<file path="src/include/scr_pkg.sv">
// Operation
// - never transmit except as a reply
// - exactly one reply per received message; a CR received before the previous reply is fully queued gets none
// - bad command echoes Syntax error plus command
// - every reply ends with carriage return
// - fractional values use a period separator
// - link runs fixed at 115200 baud
// - eight data bits, one stop, no parity
// - no hardware flow control lines
// - command keywords compared case sensitively
// - leading and trailing whitespace is discarded; the error reply still echoes the untrimmed line, whitespace included
package scr_pkg;
	localparam int CLK_HZ = 100_000_000;
	localparam int BAUD = 115200;
	localparam int BIT_CYC = CLK_HZ / BAUD;
	localparam int HALF_CYC = BIT_CYC / 2;
	localparam int DATA_BITS = 8;
	localparam int FRAME_BITS = DATA_BITS + 1;
	localparam int LINE_DEPTH = 32;
	localparam int ERR_LEN = 13;
	localparam logic [7:0] CH_CR = 8'h0d;
	localparam logic [7:0] CH_SP = 8'h20;
	localparam logic [7:0] CH_TAB = 8'h09;
	localparam logic [7:0] CH_DOT = 8'h2e;
	localparam logic [7:0] CH_ZERO = 8'h30;
	localparam logic [7:0] CH_ONE = 8'h31;
	localparam logic [7:0] CH_QM = 8'h3f;
	localparam logic [7:0] CH_O = 8'h4f;
	localparam logic [7:0] CH_K = 8'h4b;
	localparam logic [7:0] CH_LL = 8'h6c;
	localparam logic [7:0] CH_LP = 8'h70;
	localparam logic [7:0] CH_S = 8'h53;
	localparam logic LASER_RESET = 1'b0;

	typedef enum logic [1:0] {RP_OK, RP_STATE, RP_POWER, RP_ERROR} scr_reply_t;

	// one reply character on its way to the transmitter
	typedef struct packed {
		logic last;
		logic [7:0] data;
	} scr_char_t;

	function automatic logic [7:0] scr_err_char(input logic [3:0] i);
		case (i)
			4'h0: return CH_S;
			4'h1: return 8'h79;
			4'h2: return 8'h6e;
			4'h3: return 8'h74;
			4'h4: return 8'h61;
			4'h5: return 8'h78;
			4'h6: return CH_SP;
			4'h7: return 8'h65;
			4'h8: return 8'h72;
			4'h9: return 8'h72;
			4'ha: return 8'h6f;
			4'hb: return 8'h72;
			default: return 8'h3a;
		endcase
	endfunction
endpackage

</file>
<file path="src/scr_top.sv">
`timescale 1ns/1ps
module scr_top #(
	parameter int LINE_DEPTH = scr_pkg::LINE_DEPTH,
	parameter int BIT_CYC = scr_pkg::BIT_CYC
) (
	// clock and reset
	input wire logic CLK,
	input wire logic RESET,
	// serial link
	input wire logic RXD,
	output logic TXD,
	// controller state
	input wire logic [7:0] POWER_BCD,
	output logic LASER_ON
);
	localparam int AW = $clog2(LINE_DEPTH) + 1;
	localparam int CW = $clog2(BIT_CYC);
	localparam logic [CW-1:0] BIT_RL = CW'(BIT_CYC - 1);
	localparam logic [CW-1:0] HALF_RL = CW'(BIT_CYC / 2 - 1);
	localparam logic [AW-1:0] LINE_MAX = AW'(LINE_DEPTH);

	typedef enum {RX_IDLE, RX_START, RX_DATA, RX_STOP} scr_rx_t;
	typedef enum {TX_IDLE, TX_RUN} scr_tx_t;
	typedef enum {S_LINE, S_HEAD, S_TAIL, S_PARSE, S_EMIT} scr_st_t;

	// receiver, 8N1 with no handshake lines
	logic rx_s1, rx_s2;
	scr_rx_t rx_st, next_rx_st;
	logic [CW-1:0] rx_cnt, next_rx_cnt;
	logic [3:0] rx_bit, next_rx_bit;
	logic [7:0] rx_sh, next_rx_sh;
	logic rx_vld, next_rx_vld;

	always_ff @(posedge CLK) begin
		rx_s1 <= RESET ? 1'b1 : RXD;
		rx_s2 <= RESET ? 1'b1 : rx_s1;
	end

	always_comb begin
		next_rx_st = rx_st;
		next_rx_cnt = rx_cnt == '0 ? rx_cnt : rx_cnt - CW'(1);
		next_rx_bit = rx_bit;
		next_rx_sh = rx_sh;
		next_rx_vld = 1'b0;
		unique case (rx_st)
			RX_IDLE: if (!rx_s2) begin
				next_rx_st = RX_START;
				next_rx_cnt = HALF_RL;
			end
			RX_START: if (rx_cnt == '0) begin
				next_rx_st = rx_s2 ? RX_IDLE : RX_DATA;
				next_rx_cnt = BIT_RL;
				next_rx_bit = 4'h0;
			end
			RX_DATA: if (rx_cnt == '0) begin
				next_rx_sh = {rx_s2, rx_sh[7:1]};
				next_rx_bit = rx_bit + 4'h1;
				next_rx_cnt = BIT_RL;
				if (rx_bit == 4'(scr_pkg::DATA_BITS - 1))
					next_rx_st = RX_STOP;
			end
			RX_STOP: if (rx_cnt == '0) begin
				next_rx_vld = rx_s2;
				next_rx_st = RX_IDLE;
			end
		endcase
	end

	always_ff @(posedge CLK) begin
		if (RESET) begin
			rx_st <= RX_IDLE;
			rx_cnt <= '0;
			rx_bit <= 4'h0;
			rx_sh <= 8'h00;
			rx_vld <= 1'b0;
		end else begin
			rx_st <= next_rx_st;
			rx_cnt <= next_rx_cnt;
			rx_bit <= next_rx_bit;
			rx_sh <= next_rx_sh;
			rx_vld <= next_rx_vld;
		end
	end

	// line store, trim, parse and reply generation
	logic [7:0] line [LINE_DEPTH];
	logic [7:0] next_line [LINE_DEPTH];
	scr_st_t st, next_st;
	logic [AW-1:0] len, next_len, head, next_head, tail, next_tail;
	scr_pkg::scr_reply_t kind, next_kind;
	logic [AW:0] idx, next_idx, rlen;
	logic laser, next_laser;
	logic in_valid, in_ready;
	scr_pkg::scr_char_t ch;
	logic [7:0] c0, c1;

	function automatic logic is_ws(input logic [7:0] c);
		return c == scr_pkg::CH_SP || c == scr_pkg::CH_TAB;
	endfunction

	assign c0 = line[head[AW-2:0]];
	assign c1 = line[AW'(head + AW'(1)) % LINE_DEPTH];
	assign in_valid = st == S_EMIT;

	always_comb begin
		unique case (kind)
			scr_pkg::RP_OK: rlen = (AW+1)'(2);
			scr_pkg::RP_STATE: rlen = (AW+1)'(1);
			scr_pkg::RP_POWER: rlen = (AW+1)'(3);
			scr_pkg::RP_ERROR: rlen = (AW+1)'(scr_pkg::ERR_LEN) + (AW+1)'(len);
		endcase
		ch.last = idx == rlen;
		ch.data = scr_pkg::CH_CR;
		if (!ch.last) begin
			unique case (kind)
				scr_pkg::RP_OK: ch.data = idx == '0 ? scr_pkg::CH_O : scr_pkg::CH_K;
				scr_pkg::RP_STATE: ch.data = laser ? scr_pkg::CH_ONE : scr_pkg::CH_ZERO;
				scr_pkg::RP_POWER: begin
					if (idx == (AW+1)'(1))
						ch.data = scr_pkg::CH_DOT;
					else if (idx == '0)
						ch.data = scr_pkg::CH_ZERO | {4'h0, POWER_BCD[7:4]};
					else
						ch.data = scr_pkg::CH_ZERO | {4'h0, POWER_BCD[3:0]};
				end
				scr_pkg::RP_ERROR: begin
					if (idx < (AW+1)'(scr_pkg::ERR_LEN))
						ch.data = scr_pkg::scr_err_char(idx[3:0]);
					else
						ch.data = line[(idx - (AW+1)'(scr_pkg::ERR_LEN)) % LINE_DEPTH];
				end
			endcase
		end
	end

	always_comb begin
		next_line = line;
		next_st = st;
		next_len = len;
		next_head = head;
		next_tail = tail;
		next_kind = kind;
		next_idx = idx;
		next_laser = laser;
		unique case (st)
			S_LINE: if (rx_vld) begin
				if (rx_sh == scr_pkg::CH_CR) begin
					next_st = S_HEAD;
					next_head = '0;
					next_tail = len;
				end else if (len != LINE_MAX) begin
					next_line[len[AW-2:0]] = rx_sh;
					next_len = len + AW'(1);
				end
			end
			S_HEAD: if (head != tail && is_ws(c0))
				next_head = head + AW'(1);
			else
				next_st = S_TAIL;
			S_TAIL: if (tail != head && is_ws(line[(tail - AW'(1)) % LINE_DEPTH]))
				next_tail = tail - AW'(1);
			else
				next_st = S_PARSE;
			S_PARSE: begin
				next_st = S_EMIT;
				next_idx = '0;
				next_kind = scr_pkg::RP_ERROR;
				if (tail - head == AW'(2)) begin
					// exact byte compare, so upper case never matches
					if (c0 == scr_pkg::CH_LL && c1 == scr_pkg::CH_ONE) begin
						next_kind = scr_pkg::RP_OK;
						next_laser = 1'b1;
					end else if (c0 == scr_pkg::CH_LL && c1 == scr_pkg::CH_ZERO) begin
						next_kind = scr_pkg::RP_OK;
						next_laser = 1'b0;
					end else if (c0 == scr_pkg::CH_LL && c1 == scr_pkg::CH_QM)
						next_kind = scr_pkg::RP_STATE;
					else if (c0 == scr_pkg::CH_LP && c1 == scr_pkg::CH_QM)
						next_kind = scr_pkg::RP_POWER;
				end
			end
			S_EMIT: if (in_ready) begin
				next_idx = idx + (AW+1)'(1);
				if (ch.last) begin
					next_st = S_LINE;
					next_len = '0;
				end
			end
		endcase
	end

	always_ff @(posedge CLK) begin
		line <= next_line;
		if (RESET) begin
			st <= S_LINE;
			len <= '0;
			head <= '0;
			tail <= '0;
			kind <= scr_pkg::RP_OK;
			idx <= '0;
			laser <= scr_pkg::LASER_RESET;
		end else begin
			st <= next_st;
			len <= next_len;
			head <= next_head;
			tail <= next_tail;
			kind <= next_kind;
			idx <= next_idx;
			laser <= next_laser;
		end
	end

	assign LASER_ON = laser;

	// transmitter fed from the two-entry buffer
	logic out_valid;
	scr_pkg::scr_char_t out_ch;
	scr_tx_t tx_st, next_tx_st;
	logic [CW-1:0] tx_cnt, next_tx_cnt;
	logic [3:0] tx_bit, next_tx_bit;
	logic [8:0] tx_sh, next_tx_sh;
	logic next_txd;

	scr_buf #(.W($bits(scr_pkg::scr_char_t))) u_buf (
		.clk(CLK),
		.reset(RESET),
		.in_valid(in_valid),
		.in_ready(in_ready),
		.in_data(ch),
		.out_valid(out_valid),
		.out_ready(tx_st == TX_IDLE),
		.out_data(out_ch)
	);

	always_comb begin
		next_tx_st = tx_st;
		next_tx_cnt = tx_cnt == '0 ? tx_cnt : tx_cnt - CW'(1);
		next_tx_bit = tx_bit;
		next_tx_sh = tx_sh;
		next_txd = TXD;
		unique case (tx_st)
			TX_IDLE: if (out_valid) begin
				next_tx_st = TX_RUN;
				next_tx_sh = {1'b1, out_ch.data};
				next_txd = 1'b0;
				next_tx_cnt = BIT_RL;
				next_tx_bit = 4'h0;
			end
			TX_RUN: if (tx_cnt == '0) begin
				if (tx_bit == 4'(scr_pkg::FRAME_BITS)) begin
					next_tx_st = TX_IDLE;
				end else begin
					next_txd = tx_sh[0];
					next_tx_sh = {1'b1, tx_sh[8:1]};
					next_tx_bit = tx_bit + 4'h1;
					next_tx_cnt = BIT_RL;
				end
			end
		endcase
	end

	always_ff @(posedge CLK) begin
		if (RESET) begin
			tx_st <= TX_IDLE;
			tx_cnt <= '0;
			tx_bit <= 4'h0;
			tx_sh <= 9'h1ff;
			TXD <= 1'b1;
		end else begin
			tx_st <= next_tx_st;
			tx_cnt <= next_tx_cnt;
			tx_bit <= next_tx_bit;
			tx_sh <= next_tx_sh;
			TXD <= next_txd;
		end
	end
endmodule

</file>
<file path="src/scr_buf.sv">
`timescale 1ns/1ps
module scr_buf #(
	parameter int W = 9
) (
	// clock and reset
	input wire logic clk,
	input wire logic reset,
	// filling side
	input wire logic in_valid,
	output logic in_ready,
	input wire logic [W-1:0] in_data,
	// draining side
	output logic out_valid,
	input wire logic out_ready,
	output logic [W-1:0] out_data
);
	logic [W-1:0] mem [2];
	logic [W-1:0] next_mem [2];
	logic wp, rp, next_wp, next_rp;
	logic [1:0] cnt, next_cnt;
	logic push, pop;

	assign in_ready = cnt != 2'h2;
	assign out_valid = cnt != 2'h0;
	assign out_data = mem[rp];
	assign push = in_valid && in_ready;
	assign pop = out_valid && out_ready;

	always_comb begin
		next_mem = mem;
		next_wp = wp;
		next_rp = rp;
		next_cnt = cnt;
		if (push) begin
			next_mem[wp] = in_data;
			next_wp = ~wp;
		end
		if (pop)
			next_rp = ~rp;
		if (push && !pop)
			next_cnt = cnt + 2'h1;
		else if (pop && !push)
			next_cnt = cnt - 2'h1;
	end

	always_ff @(posedge clk) begin
		mem <= next_mem;
		if (reset) begin
			wp <= 1'b0;
			rp <= 1'b0;
			cnt <= 2'h0;
		end else begin
			wp <= next_wp;
			rp <= next_rp;
			cnt <= next_cnt;
		end
	end
endmodule

</file>
<file path="config.mk">
export PLATFORM = sky130hd
export DESIGN_NAME = scr_top
export DESIGN_NICKNAME = d
export VERILOG_FILES = /design/src/include/scr_pkg.sv /design/src/scr_top.sv /design/src/scr_buf.sv
export SDC_FILE = /design/constraint.sdc
export NUM_CORES = 1
export LEC_CHECK = 0
export ABC_AREA = 1
export BUFFER_PORTS_ARGS = -buffer_cell sky130_fd_sc_hd__buf_2
export CAP_MARGIN = 25
export CORE_MARGIN = 10
export CORE_UTILIZATION = 30
export CTS_CLUSTER_SIZE = 24
export DETAILED_ROUTE_END_ITERATION = 10
export HOLD_SLACK_MARGIN = 0.12
export MAX_ROUTING_LAYER = met4
export SLEW_MARGIN = 40
export SYNTH_ARGS = -nofsm -noshare
export SYNTH_HDL_FRONTEND = slang
export SYNTH_SLANG_ARGS = --single-unit
</file>
<file path="constraint.sdc">
create_clock -name CLK -period 4.6 [get_ports CLK]
set_input_delay 0.46 -clock CLK [delete_from_list [all_inputs] [get_ports CLK]]
set_output_delay 0.46 -clock CLK [all_outputs]
set_load 0.01 [all_outputs]
</file>
==> results of run 1 <==
==> path summary, 6_finish.rpt <==
check,startpoint,endpoint,slack [ns],cells after the start
worst max-delay path,idx[0],u_buf.mem[7],0.71,9
worst min-delay path,POWER_BCD[4],u_buf.mem[0],0.35,3
worst max register to register,idx[0],u_buf.mem[7],0.71,9
worst min register to register,rx_s1,rx_s2,0.41,1
==> critical path: stages, from the launching register on <==
cell,delay [ns]
dfxtp_4,0.66
inv_2,0.31
ha_4,0.61
clkinv_1,0.19
buf_12,0.24
o21ai_0,0.10
a21oi_1,0.06
o311ai_0,0.62
nand3_1,0.31
a21oi_1,0.50
==> area by class of cell <==
class	count	area, um2
fillers	8374	52400
multi-input cells	2434	11900
flip-flops and latches	365	10000
well taps	1050	1310
clock buffers	48	1100
inverters	292	1100
repair buffers	83	723
clock inverters	30	349
==> cell families after synthesis <==
logic type	after synthesis	share of synthesized area
adders and majority gates	32	0.0168
and+or+nand+nor	1648	0.296
AOI/OAI and AO/OA	726	0.168
xor gates and xnor gates	28	0.0106
DFF	365	0.420
buffers and inverters	509	0.0883
==> flip-flops by register name, indices dropped and copies added, names as in the netlist, 6 cells and up, named ones only <==
signal,count
line,256
u_buf.mem,16
rx_cnt,10
tx_cnt,10
rx_sh,8
tx_sh,8
idx,7
head,6
len,6
tail,6
==> cell usage after synthesis, types with 2 or more instances <==
| master | instances |
|---|---|
| o21ai_0 | 297 |
| a21oi_1 | 272 |
| edfxtp_1 | 272 |
| buf_4 | 17 |
| inv_1 | 277 |
| nor3b_1 | 5 |
| dfxtp_1 | 93 |
| nor2_1 | 285 |
| ha_1 | 32 |
| clkbuf_1 | 105 |
| inv_2 | 5 |
| nand3_1 | 543 |
| o221ai_1 | 11 |
| o311ai_0 | 9 |
| xor2_1 | 22 |
| o211ai_1 | 97 |
| nor4_1 | 3 |
| and3_1 | 2 |
| buf_6 | 6 |
| a221oi_1 | 3 |
| buf_1 | 18 |
| clkinv_1 | 10 |
| nand4_1 | 41 |
| xnor2_1 | 5 |
| a211oi_1 | 4 |
| buf_2 | 71 |
| or2_2 | 7 |
| nor3_1 | 21 |
| o2111ai_1 | 2 |
| o311ai_1 | 3 |
| o21ai_1 | 15 |
| a31oi_1 | 7 |
| nand2_1 | 737 |
==> timing repair <==
action,CTS,global route
setup buffers,0,0
endpoints found under the hold margin,1,0
hold buffers,1,0
endpoints found under the setup margin,0,0
==> per-layer routing <==
| layer | vias to the layer above | part of all wire | global-route usage | wire (um) |
|---|---|---|---|---|
| met2 | 1373 | 0.44 | 0.303 | 40400 |
| li1 | 11200 | - | - | - |
| met1 | 11200 | 0.40 | 0.257 | 37300 |
| met5 | - | 0 | - | 0 |
| met4 | 0 | 0.058 | 0.110 | 5360 |
| met3 | 273 | 0.098 | 0.0289 | 9070 |
==> metrics by stage <==
stage / cells / instance area, um2 / hold slack, ns / total power [mW]
floorplan: 3308 / 23900 / 0.389 / 8.06
global placement: 4222 / 24900 / 0.395 / 9.87
detailed placement: 4222 / 25000 / 0.402 / 9.89
CTS: 4301 / 26400 / 0.324 / 13.5
global route: 4302 / 26500 / 0.394 / 14.4
finish: 4302 / 26500 / 0.352 / 13.7
==> where the power goes <==
| group | total, mW | switching [mW] | internal, mW |
|---|---|---|---|
| clock network | 3.60 | 1.47 | 2.13 |
| registers | 3.96 | 0.224 | 3.74 |
| logic | 6.09 | 4.29 | 1.80 |
==> metrics.yaml, run 1 <==
finish:
  final_layout_size_suffix_gt1_frac: 0.0606
  final_common_cell: "nand2_1"
  final_cell_mix: "nand2_1, nand3_1, o21ai_0"
  diodes: 0
  syn2layout_area_growth_pct: 11.0
  finalNetCount: 3262
  final_util: 0.336
global_route:
  gr-usage-all-layers: 0.201
  grt_max_degree: 197
  grt_pass1_wl_um: 137000
  grt_overflow: 0
  grt_pass1_vias: 21900
  antenna_found_initial: 1
floorplanning:
  initial_core_util: 0.303
  die_h_um: 302
  ioPinCount: 13
  dieArea_um2: 91300
  core_um2: 78900
  rows: 103
  die_w_um: 302
timing:
  fin_crit_sh: 0.845
  clock_skew_ns: 0.0236
  drv_slew: 0
  setup_viol: 0
  setup_slack_ns: 0.711
  fmax_ghz: 0.257
  rsz0062_at_grt: "false"
  relSlewSlack: 0.370
  fin_tns_setup_ns: 0
  final.min_clock_period_ns: 3.89
  hold_viol_final: 0
  tightest_slew_ns: 0.944
worst_setup_path:
  cp.arrival_ns: 4.21
  crit_path_start_kind: "flop"
  required_ns: 4.92
  cp-end-kind: "flop"
  critical_path_class: "flop to flop"
  cp_max_fo: 47
detailed_routing:
  drt_pass1_iterations: 6
  vias: 24000
  drt_iter0_drc: 3310
  postRouteAntennaNets: 0
  wl_per_cell_um: 21.4
  drc: 0
  vias_per_cell: 5.58
  wirelength_um: 92200
min_path:
  hold_path_class: "input port to flop"
clock_network:
  numCtsBuffers: 43
  max-clock-path-buffers: 3
  cts_tree: "yes"
  cts_max_level: 2
  path_clk_slew_ns: 0.06
  cts.sinks: 365
  postCtsResizedCells: 0
  insertion_delay_ns: 0.59
  ctsRootBufferMaster: "clkbuf_16"
place:
  place.gp.congestion: 0.959
  hpwl_um: 59800
  port_buffers: 12
  pre_cts_slack_ns: 0.864
yosys:
  netlist_area_um2: 23900
  synthesis.nets: 3351
  synth_edf_count: 272
  syn_area_per_cell_um2: 7.22
  netlist_top_cells_area: "edfxtp_1, nand2_1, nand3_1, dfxtp_1, o21ai_0"
  yosysSeqAreaShare: 0.420
  postSynthCellCount: 3308
  synth_top_cell_by_area: "edfxtp_1"
  synthFlopType: "edfxtp_1"
  synth_warnings: 0
  synth-async-reset-ratio: 0
  yosysTopAreaCellShare: 0.342
  synth-seq-cells: 365
  synth.distinct_cells: 44
status:
  outcome: "complete, no violations"
power_and_ir_drop:
  p_per_area_nw_per_um2: 515
  leakage_nw: 10.4
  vdd_drop_max_uv: 325
job:
  max-cap-violations: 0
No activity file was read; power rests on OpenSTA's default activity.
==> run 2, diff against run 1 <==
==> constraint.sdc (replaced) <==
create_clock -name CLK -period 3.9 [get_ports CLK]
set_input_delay 0.39 -clock CLK [delete_from_list [all_inputs] [get_ports CLK]]
set_output_delay 0.39 -clock CLK [all_outputs]
set_load 0.01 [all_outputs]
==> metrics.yaml, run 2 (synthesis results as in run 1) <==
clock_network:
  ctsRootBufferMaster: "clkbuf_16"
  hold_buffers: 1  # unchanged
  insertion_delay_ns: 0.59  # about the same
  cts_max_level: 2  # unchanged
  numCtsBuffers: 42  # -2.3%
  max-clock-path-buffers: 3  # unchanged
  path_clk_slew_ns: 0.06  # about the same
  cts.sinks: 365  # unchanged
  cts_setup_buffers: 0  # unchanged
  postCtsResizedCells: 0  # unchanged
  cts_tree: "yes"
timing:
  hold_viol_final: 0  # unchanged
  rsz0062_at_grt: "false"
  clock_skew_ns: 0.0281  # +0.00447 ns
  fmax_ghz: 0.299  # +16%
  tightest_slew_ns: 0.941  # -0.00398 ns
  relSlewSlack: 0.372  # +0.00196
  drv_slew: 0  # unchanged
  setup_viol: 0  # unchanged
  fin_crit_sh: 0.858  # +0.0128
  fin_tns_setup_ns: 0  # unchanged
  final.min_clock_period_ns: 3.35  # -0.542 ns
detailed_routing:
  wl_per_cell_um: 20.6  # -4.0%
  drt_iter0_drc: 2889  # -13%
  drt_pass1_iterations: 7  # +1
  wirelength_um: 89000  # -3.5%
  drc: 0  # unchanged
  vias: 23600  # -1.6%
  vias_per_cell: 5.46  # -2.2%
  postRouteAntennaNets: 0  # unchanged
global_route:
  gr-usage-all-layers: 0.194  # -0.00688
  grt_max_degree: 197  # unchanged
  grt_pass1_wl_um: 134000  # -2.5%
  grt_pass1_vias: 22000  # +0.53%
  grt_overflow: 0  # unchanged
  antenna_found_initial: 1  # unchanged
finish:
  multiInputGateArea_um2: 11800  # -0.34%
  fillers: 8346  # -0.33%
  final_common_cell: "nand2_1"
  final_layout_size_suffix_gt1_frac: 0.0619  # +0.00135
  largest_register_ff_count: 256  # unchanged
  diodes: 0  # unchanged
  seq_area_um2: 10000  # unchanged
  final_cell_mix: "nand2_1, nand3_1, o21ai_0"
  top_regs: "line x256, u_buf.mem x16"
  syn2layout_area_growth_pct: 11.6
  largest_register: "line"
  finalNetCount: 3288  # +0.80%
power_and_ir_drop:
  leakage_nw: 10.6  # +1.4%
  p_int_mw: 8.91  # +16%
  seqPwrFrac: 0.293  # +0.003
  swShare: 0.441  # +0.00218
  fin_total_pwr_mw: 15.9  # +17%
  p_per_area_nw_per_um2: 598  # +16%
  clockPowerShare: 0.251  # -0.013
  comb_power_share: 0.456  # +0.010
  p_switching_mw: 7.02  # +17%
  vdd_drop_max_uv: 349  # +7.3%
floorplanning:
  die_w_um: 302  # unchanged
  die_h_um: 302  # unchanged
  core_um2: 78900  # unchanged
  ioPinCount: 13  # unchanged
  initial_core_util: 0.303  # unchanged
  dieArea_um2: 91300  # unchanged
  rows: 103  # unchanged
worst_setup_path:
  critical_path_class: "flop to flop"
  cp_max_fo: 34  # -28%
  cp-end-kind: "flop"
  required_ns: 4.37  # -0.55 ns
  crit_path_start_kind: "flop"
  cp.arrival_ns: 3.81  # -0.40 ns
place:
  port_buffers: 12  # unchanged
  place.gp.congestion: 0.989  # +3.1%
  hpwl_um: 57400  # -4.1%
status:
  outcome: "complete, no violations"
min_path:
  hold_path_class: "input port to flop"
job:
  max-cap-violations: 0  # unchanged
run 2: critical path: stages (launching register included):
cell,delay (ns)
dfxtp_1,0.38
inv_1,0.09
ha_4,0.45
inv_2,0.25
buf_12,0.24
nand3_1,0.11
nand2_1,0.05
nand2_1,0.05
nand2_1,0.05
nor2_1,0.30
nand3_1,0.22
nand3_1,0.12
nand2_1,0.06
nor2_1,0.25
nand2_1,0.08
nand2_1,0.07
nand2_1,0.09
inv_2,0.17
nand2_1,0.07
nand2_1,0.05
nor2_1,0.04
run 2: area by class of cell:
cell class,count,share of cell area
well taps,1050,0.0493
clock inverters,28,0.00934
repair buffers,110,0.0379
multi-input cells,2434,0.443
inverters,292,0.0414
clock buffers,49,0.0420
flip-flops and latches,365,0.377
run 2: final timing paths:
path	cells after the start	startpoint	slack (ns)	endpoint
worst max-delay path	20	tail[1]	0.55	tail[3]
worst min-delay path	3	POWER_BCD[4]	0.29	u_buf.mem[9]
worst max register to register	20	tail[1]	0.55	tail[3]
worst min register to register	1	rx_s1	0.41	rx_s2
run 2: per-layer routing:
layer | vias up | routed length (um) | global-route usage
met4 | 0 | 5290 | 0.110
met3 | 293 | 7850 | 0.0284
met2 | 1257 | 39400 | 0.293
li1 | 11200 | - | -
met1 | 10900 | 36500 | 0.246
met5 | - | 0 | -
run 2: stage by stage:
step | worst slack (ns) | util | instance area [um2] | hold WS [ns] | instances
finish | 0.553 | 0.338 | 26600 | 0.290 | 4328
global route | 0.366 | 0.338 | 26600 | 0.316 | 4328
CTS | 0.633 | 0.337 | 26600 | 0.271 | 4327
detailed placement | 0.664 | 0.320 | 25200 | 0.400 | 4249
global placement | 0.658 | 0.320 | 25200 | 0.391 | 4249
floorplan | 0.859 | - | 23900 | 0.389 | 3308
run 2: power by group through the flow:
stage                     combinational (mW)  clock (mW)  sequential (mW)
after floorplan                         4.86           0             4.64
after detailed placement                7.03           0             4.74
after global routing                    7.93        4.21             4.70
after global placement                  7.02           0             4.74
final                                   7.26        4.00             4.67
after CTS                               7.05        4.07             4.66
